===== src/hw/hpp_pkg.sv =====
// Package of constants and carrier types for the host parallel port pins.
package hpp_pkg;
    // Pin group widths.
    localparam int DATA_W = 8;
    localparam int SEL_W = 3;
    localparam int GPIO_W = 13;
    // Port bit positions of each pin in the general-purpose view.
    localparam int GPIO_DATA_LSB = 0;
    localparam int GPIO_SEL_LSB = 8;
    localparam int GPIO_DIR_BIT = 11;
    localparam int GPIO_STB_BIT = 12;
    // Reset values.
    localparam logic HOST_MODE_RST = 1'b0;
    localparam logic [12:0] GPIO_DIR_RST = 13'h0000;
    localparam logic [12:0] GPIO_OUT_RST = 13'h0000;
    localparam logic [7:0] DATA_RST = 8'h00;

    // One captured host write: register select and byte.
    typedef struct packed {
        logic [2:0] sel;
        logic [7:0] data;
    } hpp_wr_t;

    // Pin levels as seen at the pads.
    typedef struct packed {
        logic [7:0] data;
        logic [2:0] sel;
        logic dir;
        logic strobe_n;
    } hpp_pins_t;

    // Handshake state of the write-capture path.
    typedef enum logic [1:0] {
        HPP_IDLE = 2'b00,
        HPP_WRITE = 2'b01,
        HPP_READ = 2'b10
    } hpp_state_t;
endpackage


===== src/hw/hpp_buf2.sv =====
// Two-entry valid/ready buffer for captured host writes.
`timescale 1ns/1ps
module hpp_buf2 (
    input wire logic sys_clk,
    input wire logic nrst,
    input wire logic in_valid,
    output logic in_ready,
    input wire hpp_pkg::hpp_wr_t in_data,
    output logic out_valid,
    input wire logic out_ready,
    output hpp_pkg::hpp_wr_t out_data
);
    hpp_pkg::hpp_wr_t mem_reg [2];
    logic [1:0] count_reg;
    logic wr_ptr_reg;
    logic rd_ptr_reg;
    logic push;
    logic pop;

    // Honest flags: full at two entries, empty at zero.
    assign in_ready = (count_reg != 2'd2);
    assign out_valid = (count_reg != 2'd0);
    assign out_data = mem_reg[rd_ptr_reg];
    assign push = in_valid && in_ready;
    assign pop = out_valid && out_ready;

    // Storage written by index.
    always_ff @(posedge sys_clk) begin
        if (push) begin
            mem_reg[wr_ptr_reg] <= in_data;
        end
    end

    // Pointers and occupancy.
    always_ff @(posedge sys_clk) begin
        if (!nrst) begin
            count_reg <= 2'd0;
            wr_ptr_reg <= 1'b0;
            rd_ptr_reg <= 1'b0;
        end else begin
            if (push) begin
                wr_ptr_reg <= ~wr_ptr_reg;
            end
            if (pop) begin
                rd_ptr_reg <= ~rd_ptr_reg;
            end
            if (push && !pop) begin
                count_reg <= count_reg + 2'd1;
            end else if (pop && !push) begin
                count_reg <= count_reg - 2'd1;
            end
        end
    end
endmodule // hpp_buf2


===== src/hw/hpp_port.sv =====
// Pin multiplexer and host write capture for the host parallel port.
`timescale 1ns/1ps
module hpp_port (
    input wire logic sys_clk,
    input wire logic nrst,
    // Mode and port-bit control from the core.
    input wire logic host_mode,
    input wire logic [12:0] gpio_dir,
    input wire logic [12:0] gpio_out,
    output logic [12:0] gpio_in,
    // Core side read data and request state.
    input wire logic [7:0] read_data,
    output logic [2:0] read_select,
    input wire logic host_service_request_n,
    // Captured write stream toward the core.
    output logic wr_valid,
    input wire logic wr_ready,
    output hpp_pkg::hpp_wr_t wr_word,
    output logic wr_overrun,
    // Pads: data lines are bidirectional.
    input wire logic [7:0] host_data_lines_in,
    output logic [7:0] host_data_lines_out,
    output logic [7:0] host_data_lines_oe,
    input wire logic [2:0] host_register_select,
    input wire logic host_direction_select,
    input wire logic host_enable_strobe_n,
    input wire logic host_acknowledge_n,
    // Port-bit drive for the five control pins in port mode.
    output logic [4:0] ctrl_pins_out,
    output logic [4:0] ctrl_pins_oe
);
    logic host_mode_reg;
    logic strobe_n_prev_reg;
    hpp_pkg::hpp_state_t state_reg;
    hpp_pkg::hpp_wr_t cap_reg;
    logic cap_valid_reg;
    logic [7:0] dout_reg;
    logic [7:0] doe_reg;
    logic [4:0] cout_reg;
    logic [4:0] coe_reg;
    logic [12:0] gin_reg;
    logic [2:0] rsel_reg;
    logic ovr_reg;
    logic cap_ready;
    logic buf_valid;
    hpp_pkg::hpp_wr_t buf_word;
    logic drive_read;

    always_ff @(posedge sys_clk) begin
        if (!nrst) begin
            host_mode_reg <= hpp_pkg::HOST_MODE_RST;
        end else begin
            host_mode_reg <= host_mode;
        end
    end

    assign drive_read = (!host_enable_strobe_n && host_direction_select)
        || (!host_acknowledge_n && !host_service_request_n);

    // Access state follows the strobe; direction is sampled once, when the strobe is first seen low.
    always_ff @(posedge sys_clk) begin
        if (!nrst) begin
            state_reg <= hpp_pkg::HPP_IDLE;
            strobe_n_prev_reg <= 1'b1;
        end else begin
            strobe_n_prev_reg <= host_enable_strobe_n;
            case (state_reg)
                hpp_pkg::HPP_IDLE: begin
                    if (host_mode_reg && !host_enable_strobe_n) begin
                        state_reg <= host_direction_select ?
                            hpp_pkg::HPP_READ : hpp_pkg::HPP_WRITE;
                    end
                end
                hpp_pkg::HPP_WRITE,
                hpp_pkg::HPP_READ: begin
                    if (host_enable_strobe_n) begin
                        state_reg <= hpp_pkg::HPP_IDLE;
                    end
                end
                default: begin
                    state_reg <= hpp_pkg::HPP_IDLE;
                end
            endcase
        end
    end

    // capture on strobe rise
    // The byte is taken in the cycle the rising edge is seen, so the host
    // must keep data valid one clock past the edge.
    always_ff @(posedge sys_clk) begin
        if (!nrst) begin
            cap_valid_reg <= 1'b0;
            cap_reg <= '0;
            ovr_reg <= 1'b0;
        end else begin
            ovr_reg <= 1'b0;
            if (state_reg == hpp_pkg::HPP_WRITE && host_enable_strobe_n
                && !strobe_n_prev_reg) begin
                cap_reg.sel <= host_register_select;
                cap_reg.data <= host_data_lines_in;
                cap_valid_reg <= 1'b1;
                // A write landing on a stalled, full slot is flagged.
                ovr_reg <= cap_valid_reg && !cap_ready;
            end else if (cap_ready) begin
                cap_valid_reg <= 1'b0;
            end
        end
    end

    // Two-entry buffer absorbs a stall by the core.
    hpp_buf2 u_buf (
        .sys_clk(sys_clk),
        .nrst(nrst),
        .in_valid(cap_valid_reg),
        .in_ready(cap_ready),
        .in_data(cap_reg),
        .out_valid(buf_valid),
        .out_ready(wr_ready),
        .out_data(buf_word)
    );

    assign wr_valid = buf_valid;
    assign wr_word = buf_word;
    assign wr_overrun = ovr_reg;

    // Data line drivers for both host and port modes.
    always_ff @(posedge sys_clk) begin
        if (!nrst) begin
            dout_reg <= hpp_pkg::DATA_RST;
            doe_reg <= 8'h00;
        end else if (host_mode_reg) begin
            dout_reg <= read_data;
            doe_reg <= drive_read ? 8'hff : 8'h00;
        end else begin
            dout_reg <= gpio_out[hpp_pkg::GPIO_DATA_LSB +: 8];
            doe_reg <= gpio_dir[hpp_pkg::GPIO_DATA_LSB +: 8];
        end
    end

    // Control pins are inputs in host mode, port bits otherwise.
    always_ff @(posedge sys_clk) begin
        if (!nrst) begin
            cout_reg <= 5'h00;
            coe_reg <= 5'h00;
        end else if (host_mode_reg) begin
            cout_reg <= 5'h00;
            coe_reg <= 5'h00;
        end else begin
            cout_reg[2:0] <= gpio_out[hpp_pkg::GPIO_SEL_LSB +: 3];
            coe_reg[2:0] <= gpio_dir[hpp_pkg::GPIO_SEL_LSB +: 3];
            cout_reg[3] <= gpio_out[hpp_pkg::GPIO_DIR_BIT];
            coe_reg[3] <= gpio_dir[hpp_pkg::GPIO_DIR_BIT];
            cout_reg[4] <= gpio_out[hpp_pkg::GPIO_STB_BIT];
            coe_reg[4] <= gpio_dir[hpp_pkg::GPIO_STB_BIT];
        end
    end

    // Pin levels reported back as port bits in either mode.
    always_ff @(posedge sys_clk) begin
        if (!nrst) begin
            gin_reg <= 13'h0000;
            rsel_reg <= 3'h0;
        end else begin
            gin_reg <= {host_enable_strobe_n, host_direction_select,
                host_register_select, host_data_lines_in};
            rsel_reg <= host_register_select;
        end
    end

    assign host_data_lines_out = dout_reg;
    assign host_data_lines_oe = doe_reg;
    assign ctrl_pins_out = cout_reg;
    assign ctrl_pins_oe = coe_reg;
    assign gpio_in = gin_reg;
    assign read_select = rsel_reg;
endmodule // hpp_port


===== config.mk =====
export PLATFORM = sky130hd
export DESIGN_NAME = hpp_port
export DESIGN_NICKNAME = d
export VERILOG_FILES = /design/src/hw/hpp_pkg.sv /design/src/hw/hpp_buf2.sv /design/src/hw/hpp_port.sv
export SDC_FILE = /design/constraint.sdc
export NUM_CORES = 1
export LEC_CHECK = 0
export BUFFER_PORTS_ARGS = -buffer_cell sky130_fd_sc_hd__buf_4
export CAP_MARGIN = 20
export CORE_MARGIN = 4
export CORE_UTILIZATION = 43
export CTS_CLUSTER_SIZE = 14
export DETAILED_ROUTE_END_ITERATION = 8
export GPL_ROUTABILITY_DRIVEN = 0
export GPL_TIMING_DRIVEN = 0
export PLACE_DENSITY = 0.73
export SLEW_MARGIN = 25
export SYNTH_ARGS = -nofsm -noshare
export SYNTH_HDL_FRONTEND = slang
export SYNTH_HIERARCHICAL = 1
export SYNTH_SLANG_ARGS = --single-unit
export TNS_END_PERCENT = 10

===== constraint.sdc =====
create_clock -name sys_clk -period 1.5 [get_ports sys_clk]
set_clock_uncertainty 0.15 [all_clocks]
set_input_delay 0.075 -clock sys_clk [delete_from_list [all_inputs] [get_ports sys_clk]]
set_output_delay 0.075 -clock sys_clk [all_outputs]
set_load 0.02 [all_outputs]

==> results.cfg, run 1 <==
[logic_synthesis]
synth_area_um2 = 2850
synthFlopType = dfxtp_1
synth-edff-count = 22
yosys_warnings = 6
ys_types = 42
avgSynthCellArea_um2 = 12.3
synth_cells = 231
ys_seq_elements = 83
ys_async_sr_fraction_pct = 0
ys_seq_area_share_pct = 66.1
synth.net_count = 287

[die]
rows = 29
die_width_um = 89.4
initial_core_util_pct = 44.6
pin_count = 108
die_h_um = 89.4
dieArea_um2 = 7990
core_area_um2 = 6390

[sta]
worst_slack_ns = -0.109
slew_violations = 0
worst_pin_slew_ns = 0.542
min_period_ns = 1.61
period_share_pct = 107
hold_viol_final = 0
holdWs_ns = 0.0328
setup-violations-final = 22
fmax_mhz = 622
rsz0062_at_grt = true
max_slew_margin_pct = 63.9

[detailed_routing]
drtIter0Drc = 89
firstDrtPassIters = 4
wl_per_cell_um = 14.8
routed_via_density = 4.65
ant_nets = 0
drc_errors = 0
routed_wirelength_um = 7190
route.vias.total = 2266

[layout]
area_growth_pct = 62.8
drive_gt1_share_pct = 39.0
final_cell_mix = buf_4 (102), dfxtp_1 (57), dlygate4sd3_1 (53), and2_1 (26), nand2_1 (24)
nets = 461
finalNonFillerCells = 487
layout_commonest_cell = buf_4
diodes = 0
final_util_pct = 72.6
largest_register_ffs = 22

[global_routing]
grt_pass1_wl_um = 11000
antenna_found_initial = 0
grt_max_degree = 16
globalRouteTotalUtil_pct = 18.7
grt_pass1_vias = 2339
grt_overflow = 0

[worst_setup_path]
r2r-start = u_buf/count_reg[0]
cp-end-kind = flip-flop
crit_arrival_ns = 1.73
worst_setup_path_start_kind = flip-flop
startpoint = u_buf/count_reg[0]
rr_worst_depth = 6
cp_max_fo = 5
path_class = flip-flop to flip-flop
r2r_end = u_buf/count_reg[1]
r2r_slack_ns = -0.11
cp_data_required_time_ns = 1.62

[pwr]
leakage_nw = 2.07
pwr-share-clk_pct = 30.3
sw_frac_of_total_pct = 26.8
powerDensity_nw_per_um2 = 1150
peakVddDrop_uv = 693
total_power_mw = 5.33
combPwrFrac_pct = 22.8
pwr-share-seq_pct = 46.9
p_int_mw = 3.90
power.switching_mw = 1.43

[hold_path]
holdCritPathClass = input pin to flip-flop
hp-start = wr_ready
whs_path_depth = 4
hold_end = u_buf/rd_ptr_reg

[clock_tree]
cts_sinks = 83
clockBufferDepth = 2
insertion_delay_ns = 0.34
htreeDepth = 3
cts_tree = done
clkSlewWorstSetupHoldPaths_ns = 0.08
cts_root_buf = clkbuf_8
cts_made_buffers = 9

[placed_design]
numPortBuffers = 107
place_inst = 415
pre_cts_ws_ns = -0.0926
hpwl_um = 4350

[outcome]
status = complete, but fails checks
violations = negative setup slack

[flow_run]
drv_cap = 0
-- power groups by stage --
stage                     sequential (mW)  combinational [mW]  clock [mW]
final                                2.50                1.22        1.61
after global routing                 2.51                1.30        1.77
after CTS                            2.49                1.19        1.64
after detailed placement             2.53               0.962           0
after global placement               2.53               0.946           0
after floorplan                      2.60               0.488           0
-- repair_timing --
item	CTS	global route
hold endpoints to repair	61	0
gates cloned	1	0
buffers inserted	0	2
gates resized for setup	28	8
pin swaps	0	2
hold buffers	53	0
endpoints found under the setup margin	33	28
-- worst max-delay path by stage --
| stage | endpoint | cells past startpoint |
|---|---|---|
| after floorplan | u_buf/count_reg[1] | 6 |
| final | u_buf/count_reg[1] | 6 |
| after CTS | u_buf/count_reg[1] | 6 |
| after global routing | u_buf/count_reg[1] | 6 |
| after detailed placement | u_buf/mem_reg[1][4] | 2 |
| after global placement | u_buf/mem_reg[1][4] | 2 |
-- layout make-up --
class | count | area (µm²)
timing repair buffer | 163 | 1400
multi-input combinational | 132 | 940
fill | 434 | 1750
tap | 77 | 96.3
inverter | 5 | 22.5
sequential | 83 | 1890
clock inverter | 7 | 76.3
clock buffer | 9 | 124
buffer | 11 | 83.8
-- worst max-delay path: stages, from the launching register on --
cell,delay (ns)
dfxtp_4,0.37
nand2b_4,0.15
and2_4,0.16
ha_4,0.15
xor2_1,0.14
or3_1,0.30
a21boi_1,0.13
-- per-layer routing --
| layer | share of wire (%) | GRT usage, % | up-vias | routed length, µm |
|---|---|---|---|---|
| li1 | - | - | 1130 | - |
| met1 | 38 | 19.9 | 1031 | 2760 |
| met2 | 52 | 33.4 | 86 | 3740 |
| met3 | 6.9 | 5.53 | 19 | 499 |
| met4 | 2.7 | 9.61 | 0 | 193 |
| met5 | 0 | 0 | - | 0 |
-- metrics by stage --
stage / setup TNS, ns / cell area [µm²]
2_1_floorplan: -0.0272 / 2870
3_3_place_gp: -0.911 / 3770
3_5_place_dp: -1.61 / 3770
4_1_cts: -0.539 / 4600
5_1_grt: -2.36 / 4640
6_report: -0.995 / 4640
-- cells in the mapped netlist (2+ instances only) --
cell type | instances | area [µm²]
ha_1 | 3 | 37.5
mux2_2 | 11 | 124
buf_2 | 3 | 15.0
buf_4 | 3 | 22.5
edfxtp_1 | 22 | 661
buf_1 | 2 | 7.51
nand2_1 | 24 | 90.1
nand3b_1 | 3 | 22.5
nor2_1 | 10 | 37.5
a21o_1 | 9 | 67.6
mux2i_1 | 8 | 80.1
dfxtp_1 | 61 | 1220
a21oi_1 | 12 | 60.1
xnor2_1 | 2 | 17.5
inv_1 | 4 | 15.0
and2_1 | 27 | 169
nand2b_1 | 2 | 12.5
-- kinds of logic after synthesis --
logic type	Yosys count	synth area share, %
xor+xnor	3	0.923
compound gates	31	7.21
fa+ha+maj	3	1.32
buf+inv	16	2.94
flops	83	66.1
simple gates	76	14.4
mux	19	7.16
Note: power is estimated with default switching activity, not from simulation.
==> run 2: changes to the inputs <==
--- a/config.mk
+++ b/config.mk
@@ -7,6 +7,7 @@
 export LEC_CHECK = 0
 export BUFFER_PORTS_ARGS = -buffer_cell sky130_fd_sc_hd__buf_4
 export CAP_MARGIN = 20
+export CORE_ASPECT_RATIO = 1.25
 export CORE_MARGIN = 4
 export CORE_UTILIZATION = 43
 export CTS_CLUSTER_SIZE = 14
@@ -19,4 +20,3 @@
 export SYNTH_HDL_FRONTEND = slang
 export SYNTH_HIERARCHICAL = 1
 export SYNTH_SLANG_ARGS = --single-unit
-export TNS_END_PERCENT = 10
==> results.cfg, run 2 (same netlist as run 1, synthesis figures left out) <==
[placed_design]
dpl_cell_area_um2 = 3780
pre_cts_ws_ns = -0.0958
hpwl_um = 4420
numPortBuffers = 107

[layout]
finish.instance_area_um2 = 4640
multi_input_area_um2 = 940
seq_area_um2 = 1890
largest_register_ffs = 22
layout_commonest_cell = buf_4
area_growth_pct = 62.9
fillers = 440
nets = 461
final_cell_mix = buf_4 (100), dfxtp_1 (57), dlygate4sd3_1 (53), and2_1 (26), nand2_1 (24)
drive_gt1_share_pct = 39.0
diodes = 0

[detailed_routing]
routed_wirelength_um = 7140
drtIter0Drc = 98
routed.top_layer = met4
route.vias.total = 2289
drt-met1-wl_um = 2520
drc_errors = 0
met2WireLength_um = 4100
ant_nets = 0
wl_per_cell_um = 14.4
wl_met3_um = 372
routed_via_density = 4.62
firstDrtPassIters = 4

[pwr]
peakVddDrop_uv = 623
leakage_nw = 2.07
total_power_mw = 5.25
powerDensity_nw_per_um2 = 1130

[sta]
worst_slack_ns = -0.116
fmax_mhz = 619
hold_viol_final = 0
rsz0062_at_grt = true
period_share_pct = 108
worst_pin_slew_ns = 0.497
max_slew_margin_pct = 66.8
setup-violations-final = 11
min_period_ns = 1.62
slew_violations = 0

[global_routing]
grt_pass1_vias = 2431
grt_max_degree = 15
globalRouteTotalUtil_pct = 18.6
antenna_found_initial = 0
grt_pass1_wl_um = 11300
grt_overflow = 0

[worst_setup_path]
cp-end-kind = flip-flop
path_class = flip-flop to flip-flop
worst_setup_path_start_kind = flip-flop
crit_arrival_ns = 1.73
cp_max_fo = 4
cp_data_required_time_ns = 1.61

[clock_tree]
cts_sinks = 83
cts_root_buf = clkbuf_8
clkSlewWorstSetupHoldPaths_ns = 0.08
insertion_delay_ns = 0.33
cts_made_buffers = 9
clockBufferDepth = 2
cts_tree = done
htreeDepth = 3

[flow_run]
drv_cap = 0

[die]
core_area_um2 = 6290
die_width_um = 80.8
rows = 32
pin_count = 108
initial_core_util_pct = 45.3
dieArea_um2 = 8000
die_h_um = 99.0

[outcome]
violations = negative setup slack
status = complete, but fails checks

[hold_path]
holdCritPathClass = input pin to flip-flop
[run 2: cell count changes in the layout (fill, tap and decap cells not counted), sizes merged]
cell	change
clkinv	+1
clkbuf	+2
buf	-2
inv	-1
[run 2: timing repair]
item	CTS	global route
setup buffers	2	0
hold endpoints to repair	60	0
gates resized for setup	29	8
hold buffers	53	0
gates cloned	1	0
setup endpoints to repair	34	49
pin swaps	0	0
[run 2: routing by layer]
layer | up-vias | GRT usage [%]
met3 | 19 | 4.30
met5 | - | 0
met1 | 1077 | 17.8
met4 | 0 | 8.84
met2 | 74 | 36.1
li1 | 1119 | -
[run 2: critical path, cell delays in order, from the launching register on]
cell      delay (ns)
dfxtp_4         0.36
nand2b_4        0.15
and2_4          0.16
ha_4            0.15
xor2_1          0.14
or3_1           0.31
a21boi_1        0.12
[run 2: path summary, 6_finish.rpt]
kind,from,endpoint,slack [ns],cells after the start
setup / recovery,u_buf/count_reg[0],u_buf/count_reg[1],-0.12,6
hold / removal,wr_ready,flip-flop,0.04,4
setup reg to reg,u_buf/count_reg[0],u_buf/count_reg[1],-0.12,6
hold reg to reg,cap_reg[9],u_buf/mem_reg[1][9],0.31,0
[run 2: cell type report]
class,instances,share of cell area (%)
Clock buffer,9,2.67
Clock inverter,7,1.46
Multi-Input combinational cell,132,20.3
Inverter,5,0.485
Buffer,11,1.78
Timing Repair Buffer,163,30.3
Tap cell,85,2.29
Sequential cell,83,40.8
[run 2: power by group]
part	internal (mW)	switching, mW	total, mW
clock network	0.764	0.760	1.52
logic	0.709	0.529	1.24
registers	2.42	0.0708	2.49
total	3.89	1.36	5.25
[run 2: through the flow]
stage / cells / util, % / TNS [ns] / hold WS, ns
floorplan: 231 / - / -0.0272 / 0.0354
global placement: 423 / 60.1 / -0.894 / 0.119
detailed placement: 423 / 60.1 / -1.01 / 0.123
CTS: 495 / 73.5 / -0.426 / 0.0362
global route: 495 / 73.8 / -0.740 / 0.0654
finish: 495 / 73.8 / -0.330 / 0.0430
